===== config.mk =====
export PLATFORM = sky130hd
export DESIGN_NAME = xbus_ctrl
export DESIGN_NICKNAME = d
export VERILOG_FILES = /design/src/common/xbus_pkg.sv /design/src/logic/xbus_port_latch.sv /design/src/logic/xbus_ctrl.sv
export VERILOG_INCLUDE_DIRS = /design/src /design/src/common
export SDC_FILE = /design/constraint.sdc
export NUM_CORES = 1
export LEC_CHECK = 0
export BUFFER_PORTS_ARGS = -buffer_cell sky130_fd_sc_hd__clkbuf_2
export CORE_ASPECT_RATIO = 1.2
export CORE_MARGIN = 3
export CORE_UTILIZATION = 46
export CTS_BUF_LIST = sky130_fd_sc_hd__clkbuf_2 sky130_fd_sc_hd__clkbuf_4 sky130_fd_sc_hd__clkbuf_8
export CTS_CLUSTER_DIAMETER = 50
export DETAILED_ROUTE_END_ITERATION = 10
export PLACE_DENSITY = 0.83
export SLEW_MARGIN = 20
export SYNTH_ARGS = -nofsm -noshare
export SYNTH_HDL_FRONTEND = slang
export SYNTH_SLANG_ARGS = --single-unit

===== constraint.sdc =====
create_clock -name mclk -period 1.75 [get_ports mclk]
set_clock_uncertainty 0.05 [all_clocks]
set_input_delay 0.175 -clock mclk [delete_from_list [all_inputs] [get_ports mclk]]
set_output_delay 0.175 -clock mclk [all_outputs]
set_load 0.005 [all_outputs]

===== src/common/xbus_params.svh =====
`ifndef XBUS_PARAMS_SVH
`define XBUS_PARAMS_SVH
// Oscillator periods per cycle type; one mclk edge is one oscillator period.
`define XBUS_DATA_CYCLE_LEN   3'd6
`define XBUS_CODE_CYCLE_LEN   3'd3
// Phase within a data cycle.
`define XBUS_DATA_ALE_END     3'd1
`define XBUS_DATA_STROBE_BEG  3'd2
`define XBUS_DATA_STROBE_END  3'd4
// Phase within a code cycle.
`define XBUS_CODE_ALE_END     3'd0
`define XBUS_CODE_STROBE_BEG  3'd1
// Reset values, and the port 0 latch load on access.
`define XBUS_P0_LATCH_RESET   8'hFF
`define XBUS_P0_LATCH_ACCESS  8'hFF
`define XBUS_P2_LATCH_RESET   8'hFF
`define XBUS_ALE_EN_RESET     1'b1
`endif


===== src/common/xbus_pkg.sv =====
package xbus_pkg;
  typedef enum logic [1:0] {
    XBUS_IDLE = 2'b00,
    XBUS_CODE = 2'b01,
    XBUS_DATA = 2'b11
  } xbus_state_t;

  typedef enum logic [1:0] {
    XBUS_OP_NONE     = 2'b00,
    XBUS_OP_FETCH    = 2'b01,
    XBUS_OP_DATA_RD  = 2'b10,
    XBUS_OP_DATA_WR  = 2'b11
  } xbus_op_t;
endpackage


===== src/logic/xbus_port_latch.sv =====
`timescale 1ns/100ps
`include "xbus_params.svh"
module xbus_port_latch #(
  parameter int WIDTH = 8
) (
  input  wire logic             mclk,
  input  wire logic             rst,
  input  wire logic [WIDTH-1:0] reset_value,
  input  wire logic             wr_en,
  input  wire logic [WIDTH-1:0] wr_data,
  input  wire logic             force_en,
  input  wire logic [WIDTH-1:0] force_data,
  output logic      [WIDTH-1:0] q
);
  if (WIDTH < 1) begin : g_bad_width
    $error("xbus_port_latch: WIDTH must be positive");
  end

  logic [WIDTH-1:0] q_reg;
  logic [WIDTH-1:0] q_next;
  logic             loaded_reg;

  // The forced load wins over a software write in the same cycle.
  always_comb begin
    q_next = q_reg;
    if (force_en) begin
      q_next = force_data;
    end else if (wr_en) begin
      q_next = wr_data;
    end
  end

  // The reset value is a port, so it is taken on the first edge after release.
  always_ff @(posedge mclk or posedge rst) begin
    if (rst) begin
      q_reg      <= '1;
      loaded_reg <= 1'b0;
    end else if (!loaded_reg) begin
      q_reg      <= force_en ? force_data : (wr_en ? wr_data : reset_value);
      loaded_reg <= 1'b1;
    end else begin
      q_reg      <= q_next;
    end
  end

  assign q = q_reg;
endmodule


===== src/logic/xbus_ctrl.sv =====
`timescale 1ns/100ps
`include "xbus_params.svh"
module xbus_ctrl
  import xbus_pkg::*;
(
  input  wire logic             mclk,
  input  wire logic             rst,
  input  wire logic             external_code_select_n,
  input  wire logic             latch_strobe_enable_wr,
  input  wire logic             latch_strobe_enable_wdata,
  output logic                  latch_strobe_enable,
  input  wire xbus_pkg::xbus_op_t req_op,
  input  wire logic             req_wide,
  input  wire logic [15:0]      req_addr,
  input  wire logic [7:0]       req_wdata,
  output logic                  req_ready,
  output logic                  rsp_valid,
  output logic [7:0]            rsp_rdata,
  input  wire logic             p0_latch_wr,
  input  wire logic [7:0]       p0_latch_wdata,
  output logic [7:0]            p0_latch,
  input  wire logic             p2_latch_wr,
  input  wire logic [7:0]       p2_latch_wdata,
  output logic [7:0]            p2_latch,
  input  wire logic [7:0]       p0_in,
  output logic [7:0]            p0_out,
  output logic [7:0]            p0_oe,
  output logic [7:0]            p2_out,
  output logic [7:0]            p2_strong,
  output logic                  addr_latch_strobe,
  output logic                  program_read_strobe_n,
  output logic                  data_read_strobe_n,
  output logic                  data_write_strobe_n
);
  import xbus_pkg::*;

  // The phase compare points must fall inside their cycles, or a strobe would never end.
  if (`XBUS_CODE_CYCLE_LEN < 3'd2) begin : g_bad_code_len
    $error("xbus_ctrl: code cycle too short for address and strobe phases");
  end
  if (`XBUS_CODE_ALE_END >= `XBUS_CODE_CYCLE_LEN - 3'd1) begin : g_bad_code_ale
    $error("xbus_ctrl: code latch strobe must end before the cycle end");
  end
  if (`XBUS_DATA_ALE_END >= `XBUS_DATA_STROBE_BEG) begin : g_bad_data_ale
    $error("xbus_ctrl: data latch strobe must end before the data strobe");
  end
  if (`XBUS_DATA_STROBE_BEG >= `XBUS_DATA_STROBE_END) begin : g_bad_data_strobe
    $error("xbus_ctrl: data strobe must have a positive width");
  end
  if (`XBUS_DATA_STROBE_END >= `XBUS_DATA_CYCLE_LEN - 3'd1) begin : g_bad_data_end
    $error("xbus_ctrl: data strobe must rise before the response");
  end

  // The access load and the reset enable are fixed by the bus rules, not by taste.
  if (`XBUS_P0_LATCH_ACCESS != 8'hFF) begin : g_bad_p0_load
    $error("xbus_ctrl: port 0 latch must be loaded with all ones on access");
  end
  if (`XBUS_ALE_EN_RESET != 1'b1) begin : g_bad_ale_reset
    $error("xbus_ctrl: latch strobe generation must be enabled after reset");
  end

  typedef struct packed {
    xbus_state_t state;
    logic [2:0]  phase;
    logic        write;
    logic        wide;
    logic [15:0] addr;
    logic [7:0]  wdata;
    logic        ale_en;
    logic        ale;
    logic        program_read_strobe_n_n;
    logic        rd_n;
    logic        wr_n;
    logic [7:0]  p0_out;
    logic        p0_drive;
    logic        addr_on_p2;
    logic [7:0]  p2_addr;
    logic        rsp_valid;
    logic [7:0]  rdata;
  } xbus_ctrl_st_t;

  xbus_ctrl_st_t s_reg;
  xbus_ctrl_st_t s_next;
  logic          start;
  logic          access_start;
  logic          code_addr_end;
  logic          code_last;
  logic          data_addr_end;
  logic          data_strobe_on;
  logic          data_strobe_off;
  logic          data_last;

  assign req_ready    = (s_reg.state == XBUS_IDLE);
  assign start        = req_ready && (req_op != XBUS_OP_NONE);
  assign access_start = start;

  // Phase points are decoded once, so every branch of the machine agrees on them.
  assign code_addr_end   = (s_reg.phase == `XBUS_CODE_ALE_END);
  assign code_last       = (s_reg.phase == `XBUS_CODE_CYCLE_LEN - 3'd1);
  assign data_addr_end   = (s_reg.phase == `XBUS_DATA_ALE_END);
  assign data_strobe_on  = (s_reg.phase == `XBUS_DATA_STROBE_BEG);
  assign data_strobe_off = (s_reg.phase == `XBUS_DATA_STROBE_END);
  assign data_last       = (s_reg.phase == `XBUS_DATA_CYCLE_LEN - 3'd1);

  // A data cycle drives the latch strobe in phases 0 and 1 and the data strobe low in
  // phases 3 and 4; a code cycle drives the latch strobe in phase 0 (not when the enable is clear and code is internal) and the program
  // strobe low in phases 1 and 2. The response pulse follows the last phase, and a new
  // request may be taken in that same cycle.

  always_comb begin
    s_next           = s_reg;
    s_next.rsp_valid = 1'b0;
    if (latch_strobe_enable_wr) begin
      s_next.ale_en = latch_strobe_enable_wdata;
    end
    case (s_reg.state)
      XBUS_IDLE: begin
        s_next.ale        = 1'b0;
        s_next.program_read_strobe_n_n     = 1'b1;
        s_next.rd_n       = 1'b1;
        s_next.wr_n       = 1'b1;
        s_next.p0_drive   = 1'b0;
        s_next.addr_on_p2 = 1'b0;
        if (start) begin
          s_next.phase    = 3'd0;
          s_next.addr     = req_addr;
          s_next.wdata    = req_wdata;
          s_next.write    = (req_op == XBUS_OP_DATA_WR);
          // Fetches always carry the high byte; data moves only when wide.
          s_next.wide     = (req_op == XBUS_OP_FETCH) || req_wide;
          s_next.p0_out   = req_addr[7:0];
          s_next.p0_drive = 1'b1;
          s_next.addr_on_p2 = s_next.wide;
          s_next.p2_addr  = req_addr[15:8];
          if (req_op == XBUS_OP_FETCH) begin
            s_next.state = XBUS_CODE;
            // Internal code with the enable clear suppresses the fetch latch strobe; the program strobe still runs.
            s_next.ale = s_reg.ale_en || !external_code_select_n;
          end else begin
            s_next.state = XBUS_DATA;
            s_next.ale   = 1'b1;
          end
        end
      end
      XBUS_CODE: begin
        s_next.phase = s_reg.phase + 3'd1;
        if (code_addr_end) begin
          s_next.ale    = 1'b0;
          s_next.program_read_strobe_n_n = 1'b0;
          s_next.p0_drive = 1'b0;
        end
        // The fetched byte is taken on the edge that raises the strobe, while it is driven.
        if (code_last) begin
          s_next.program_read_strobe_n_n     = 1'b1;
          s_next.rdata      = p0_in;
          s_next.rsp_valid  = 1'b1;
          s_next.addr_on_p2 = 1'b0;
          s_next.state      = XBUS_IDLE;
        end
      end
      XBUS_DATA: begin
        s_next.phase = s_reg.phase + 3'd1;
        if (data_addr_end) begin
          s_next.ale = 1'b0;
          if (s_reg.write) begin
            s_next.p0_out = s_reg.wdata;
          end else begin
            s_next.p0_drive = 1'b0;
          end
        end
        if (data_strobe_on) begin
          s_next.rd_n = s_reg.write;
          s_next.wr_n = !s_reg.write;
        end
        if (data_strobe_off) begin
          // Read data is taken before the strobe rises.
          if (!s_reg.write) begin
            s_next.rdata = p0_in;
          end
          s_next.rd_n = 1'b1;
          s_next.wr_n = 1'b1;
        end
        if (data_last) begin
          s_next.rsp_valid  = 1'b1;
          s_next.p0_drive   = 1'b0;
          s_next.addr_on_p2 = 1'b0;
          s_next.state      = XBUS_IDLE;
        end
      end
      default: begin
        s_next.state = XBUS_IDLE;
      end
    endcase
  end

  always_ff @(posedge mclk or posedge rst) begin
    if (rst) begin
      // The struct is cleared first; idle-high strobes and the enable then override it.
      s_reg        <= '0;
      s_reg.state  <= XBUS_IDLE;
      s_reg.ale_en <= `XBUS_ALE_EN_RESET;
      s_reg.program_read_strobe_n_n <= 1'b1;
      s_reg.rd_n   <= 1'b1;
      s_reg.wr_n   <= 1'b1;
    end else begin
      s_reg <= s_next;
    end
  end

  xbus_port_latch #(
    .WIDTH(8)
  ) u_p0_latch (
    .mclk       (mclk),
    .rst        (rst),
    .reset_value(`XBUS_P0_LATCH_RESET),
    .wr_en      (p0_latch_wr),
    .wr_data    (p0_latch_wdata),
    .force_en   (access_start),
    .force_data (`XBUS_P0_LATCH_ACCESS),
    .q          (p0_latch)
  );

  // Port 2 latch has no forced load; an address on the pins never disturbs it.
  xbus_port_latch #(
    .WIDTH(8)
  ) u_p2_latch (
    .mclk       (mclk),
    .rst        (rst),
    .reset_value(`XBUS_P2_LATCH_RESET),
    .wr_en      (p2_latch_wr),
    .wr_data    (p2_latch_wdata),
    .force_en   (1'b0),
    .force_data (8'h00),
    .q          (p2_latch)
  );

  assign latch_strobe_enable   = s_reg.ale_en;
  assign addr_latch_strobe     = s_reg.ale;
  assign program_read_strobe_n = s_reg.program_read_strobe_n_n;
  assign data_read_strobe_n    = s_reg.rd_n;
  assign data_write_strobe_n   = s_reg.wr_n;
  assign p0_out    = s_reg.p0_out;
  // Each pin picks between the bus and its latch on its own, so one loop serves all.
  for (genvar b = 0; b < 8; b++) begin : g_pin
    assign p0_oe[b]     = s_reg.p0_drive;
    // Narrow accesses leave the paging byte from the latch on the pin.
    assign p2_out[b]    = s_reg.addr_on_p2 ? s_reg.p2_addr[b] : p2_latch[b];
    // A one address bit keeps its strong pull-up for the whole cycle.
    assign p2_strong[b] = s_reg.addr_on_p2 && s_reg.p2_addr[b];
  end
  assign rsp_valid = s_reg.rsp_valid;
  assign rsp_rdata = s_reg.rdata;
endmodule


# Word level (Yosys, flattened, before mapping)
# Cells that the tools add are included.
[totals]
ff_bits = 80
latchBits = 0
ram_bits = 0
rom_bits = 0
inputBits = 58
word_cells = 120
memories = 0
[op_classes]
addsub = 1
mul = 0
div = 0
magnitude_cmp = 0
eq_ne = 22
shift = 0
n_mux = 45
bitwise = 0
reduce_logical = 32
[ops]
columns = ["cell", "n"]
rows = [
  ["two-way mux 8 bit", 11],
  ["two-way mux 31 bit", 1],
  ["case mux 10 bit (2 select lines)", 1],
  ["two-way mux 18 bit", 1],
  ["two-way mux 9 bit", 2],
  ["case mux 9 bit (2 select lines)", 1],
  ["two-way mux 1 bit", 16],
  ["!= test 2 bit, second input constant", 8],
  ["two-way mux 2 bit", 7],
  ["!= test 3 bit, second input constant", 4],
  ["case mux 2 bit (3 select lines)", 2],
  ["AND reduction 4 bit", 3],
  ["nonzero test 2 bit", 5],
  ["logical AND 1 bit", 9],
  ["AND reduction 3 bit", 3],
  ["AND reduction 2 bit", 4],
  ["== test 3 bit, second input constant", 2],
  ["case mux 3 bit (2 select lines)", 1],
  ["== test 2 x 1 -> 1 bit, second input constant", 2],
  ["== test 2 bit, second input constant", 2],
  ["adder 3 x 1 -> 3 bit, second input constant", 1],
  ["== test 3 x 1 -> 1 bit, second input constant", 1],
  ["== test 3 x 2 -> 1 bit, second input constant", 1],
  ["logical NOT 3 bit", 1],
  ["other kinds (9)", 11],
]

# Depth between registers and ports, before layout
[depth]
ltp_word = 5
mapped_depth = 7
depth_no_buf = 6

# Hierarchy
# Synthesis repeated with hierarchy kept, for this count alone.
[unflattened]
hier_cells = 325
area_unflattened_um2 = 3291.9
[by_module_without_submodules]
columns = ["mod", "n_inst", "cells_each", "area_per_inst_um2"]
rows = [
  ["xbus_ctrl", 1, 243, 2378.5],
  ["xbus_port_latch", 2, 41, 456.7],
]

# Least setup slack after synthesis
# No wires, ideal clock.
[synth_timing]
kind = "register -> register"
from = "reg s_reg[58] in the netlist's numbering"
to = "reg s_reg, in the netlist rsp_rdata[0]"
setup_time_ps = 133
arrival_ps = 1320
setup_slack_ps = 247
stages_incl_launch_ff = 8
path_cell_list = "dfrtp_1 -> inv_1 -> ha_1 -> nor3b_1 -> o21ai_2 -> buf_6 -> nand2_1 -> o21ai_0"
[synth_between]
elab_chain_len = 3
[synth_lines]
columns = ["element", "line_no", "text"]
rows = [
  ["start: declaration", "xbus_ctrl.sv:82", "xbus_ctrl_st_t s_reg;"],
  ["start signal: assignment", "xbus_ctrl.sv:206", "s_reg <= s_next;"],
  ["== test 3 bit (no source line) / == test 3 x 2 -> 1 bit (equally long branches)", "--", ""],
  ["!= test 2 bit (no source line)", "--", ""],
  ["AND reduction 4 bit (no source line) (*)", "--", ""],
]
# Mark *: on every way between the ends. The rest lies on a longest branch, timed or not.
# A chain may end at the register's enable or synchronous reset.

# Final worst setup path
[layout_timing]
from = "reg s_reg[17] in the netlist's numbering"
to = "out p2_out[6]"
[layout_between]
elab_chain_len = 1
[layout_lines]
columns = ["element", "line_no", "text"]
rows = [
  ["two-way mux 1 bit", "xbus_ctrl.sv:247", "assign p2_out[b] = s_reg.addr_on_p2 ? s_reg.p2_addr[b] : p2_latch[b];"],
  ["end: declaration", "xbus_ctrl.sv:28", "output logic [7:0] p2_out,"],
]
# Every way passes these cells.

==> metrics.md <==
| Metric | Value |
|---|---|
| Outcome | `complete, no violations` |
| Clock Latency Late Sink | `0.33 ns` |
| Initial antenna violation count | `0` |
| # Max-Cap Violations | `0` |
| Synth warn | `0` |
| Endpoints failing setup | `0` |
| Row cnt | `32` |
| Slowest-stage cell, CP | `dfrtp_2` |
| Bufs and invs on worst path | `1` |
| Total CTS buffers | `9` |
| CP arrival | `1.37 ns` |
| Flops & latches, synth | `63` |
| Worst hold slack | `0.01847 ns` |
| Setup WS pre-CTS | `-0.04730 ns` |
| Clock sink count | `63` |
| Most frequent cells in the layout | `clkbuf_2, nand2_1, dfrtp_1` |
| Root Driver | `clkbuf_8` |
| Min Tclk post-route | `1.595 ns` |
| Worst slew margin | `50.51%` |
| Biggest area consumer among synthesized cells | `dfrtp_1` |
| Cell family with most CP delay | `flip-flops` |
| Total grt overflow | `0` |
| Design Area, Final | `4111 um2` |
| Share of layout cells above drive strength 1 | `41.10%` |
| Worst slew pin tran | `0.7422 ns` |
| # IOs | `121` |
| GRT Overall Usage | `20.56%` |
| Antenna Cells | `0` |
| CTS H-tree lvls | `3` |
| DRT antenna net count | `0` |
| Most common cell after layout, fill and taps aside | `clkbuf_2` |
| Fillers | `555` |
| Routed WL | `7.696 mm` |
| Final setup TNS | `0 ns` |
| Post-synthesis net count | `388` |
| Avg WL per Cell | `14.25 um` |
| Die Width | `81.32 um` |
| Number of global-route vias before repair | `2,714` |
| Clock tree buffer depth | `2` |
| Netlist cell types | `41` |
| PortBufs | `120` |
| DRC viols | `0` |
| First-pass GRT wire length | `12.44 mm` |
| Vias per std cell | `5.013` |
| Fin. Hold Viols | `0` |
| Area of the mapped netlist | `3132 um2` |
| 1st-iter DRT viols | `107` |
| Clk slew on worst S/H paths | `0.07 ns` |
| Fin crit share | `91.12%` |
| Worst-path cell chain | `mux2_2, clkbuf_2` |
| Final worst setup slack | `0.1553 ns` |
| Worst vdd ir | `0.0006834 V` |
| Die Ht | `96.39 um` |
| Final Util | `63.00%` |
| Drt pass-1 iters | `4` |
| Post-synth top area share | `34.36%` |
| Final net count | `512` |
| Static leakage | `2.062 nW` |
| Setup crit end kind | `output port` |
| CP max stage delay | `0.54 ns` |
| Max-slew violations | `0` |
| Vias | `2,707` |
| Syn Inst Count | `326` |
| Post-DP Area | `3630 um2` |
| Area grow syn2layout | `31.28%` |
| Peak Freq | `0.6271 GHz` |
| CTS tree | `built` |
| Pin count of the biggest net entering global routing | `64` |
| HP Class | `primary input to flop` |
| DP Wirelength | `5.353 mm` |
| Die area | `7838 um2` |
| Total core area | `6526 um2` |
| R2R Setup Slk | `0.16 ns` |
| Crit-path max FO | `16` |
| Max reg flops | `23` |
| Worst Setup Start Kind | `flop` |
| RSZ-0062 raised after global routing | `false` |
| Power per cell area | `1508 nW/um2` |
| WS Path Type | `flop to output port` |
| Post-synthesis sequential area ratio | `51.14%` |
| Routability cong. | `0.7962` |
| Initial Utilization | `47.99%` |
| Dominant cells by area after synthesis | `dfrtp_1, dfstp_2, nand2_1, buf_4, mux2_2` |
| Mean post-synth cell area | `9.607 um2` |
| Critical Path RT | `1.52 ns` |
through the flow:
stage | instances | total power, mW
2_1_floorplan | 326 | 4.262
3_3_place_gp | 498 | 4.734
3_5_place_dp | 498 | 4.862
4_1_cts | 539 | 6.196
5_1_grt | 540 | 6.684
6_report | 540 | 6.200
layout make-up:
type | instances | area, um2 | area share (%)
Tap cell | 85 | 106.4 | 2.587
Sequential cell | 63 | 1603 | 38.98
Multi-Input combinational cell | 208 | 1205 | 29.31
Clock inverter | 4 | 45.04 | 1.096
Clock buffer | 12 | 152.6 | 3.713
Timing Repair Buffer | 154 | 943.4 | 22.95
Inverter | 14 | 56.30 | 1.369
synth_stat cells, drive strengths merged:
master   instances
nor2             4
nor3b           11
nand2b           3
o21ai           23
nand2           94
o21a             2
a21oi           12
clkinv           1
o31ai            1
o221ai           1
mux2             9
and4b            1
clkbuf           5
conb             1
a32oi            1
dfstp           20
buf             36
a31oi            1
ha               4
and2b            2
and2            10
xnor2            1
a21boi           1
nand3            2
dfrtp           43
nor2b            2
inv             13
o32ai            1
o22ai            9
a2bb2oi         10
a22o             1
mux2i            1
worst min-delay path, cell delays in order:
cell and delay, ns:
clkbuf_2 0.08, nand2_1 0.07, o21ai_2 0.05
repair_timing:
action	in CTS	in global routing
pin swaps	0	1
buffers inserted	0	1
endpoints found under the hold margin	67	0
endpoints found under the setup margin	12	8
hold buffers	25	0
gates resized for setup	2	1
logic make-up (layout without fill, tap and decap cells):
family	count (synthesis)	after routing	synth area share (%)
and+or+nand+nor	129	129	19.58
adders and majority gates	4	4	1.598
AOI/OAI and AO/OA	63	63	12.94
other	1	1	0.1197
muxes	10	10	3.556
DFF	63	63	51.14
xor gates and xnor gates	1	1	0.2797
buffers and inverters	55	184	10.79
final timing paths:
check                      startpoint  depth (start not counted)                     to
max in group asynchronous         rst                          4  program_read_strobe_n
hold / removal               p0_in[3]                          3           rsp_rdata[3]
hold reg to reg             s_reg[38]                          2              s_reg[38]
setup reg to reg            s_reg[58]                          7           rsp_rdata[7]
min in group asynchronous         rst                          4              s_reg[53]
setup / recovery            s_reg[17]                          2              p2_out[6]
routing by layer:
layer	vias to the layer above	global-route usage, %	share of wire [%]
met5	-	0	0
met4	0	7.606	1.8
met3	16	4.545	5.8
met2	99	36.62	54
met1	1293	23.98	39
li1	1299	-	-
report_power, final:
group / total, mW / internal, mW / switching [mW]
clock network: 1.25 / 0.722 / 0.530
registers: 2.47 / 2.03 / 0.436
logic: 2.48 / 1.21 / 1.27
total: 6.20 / 3.96 / 2.24
Note: power is estimated with default switching activity, not from simulation.
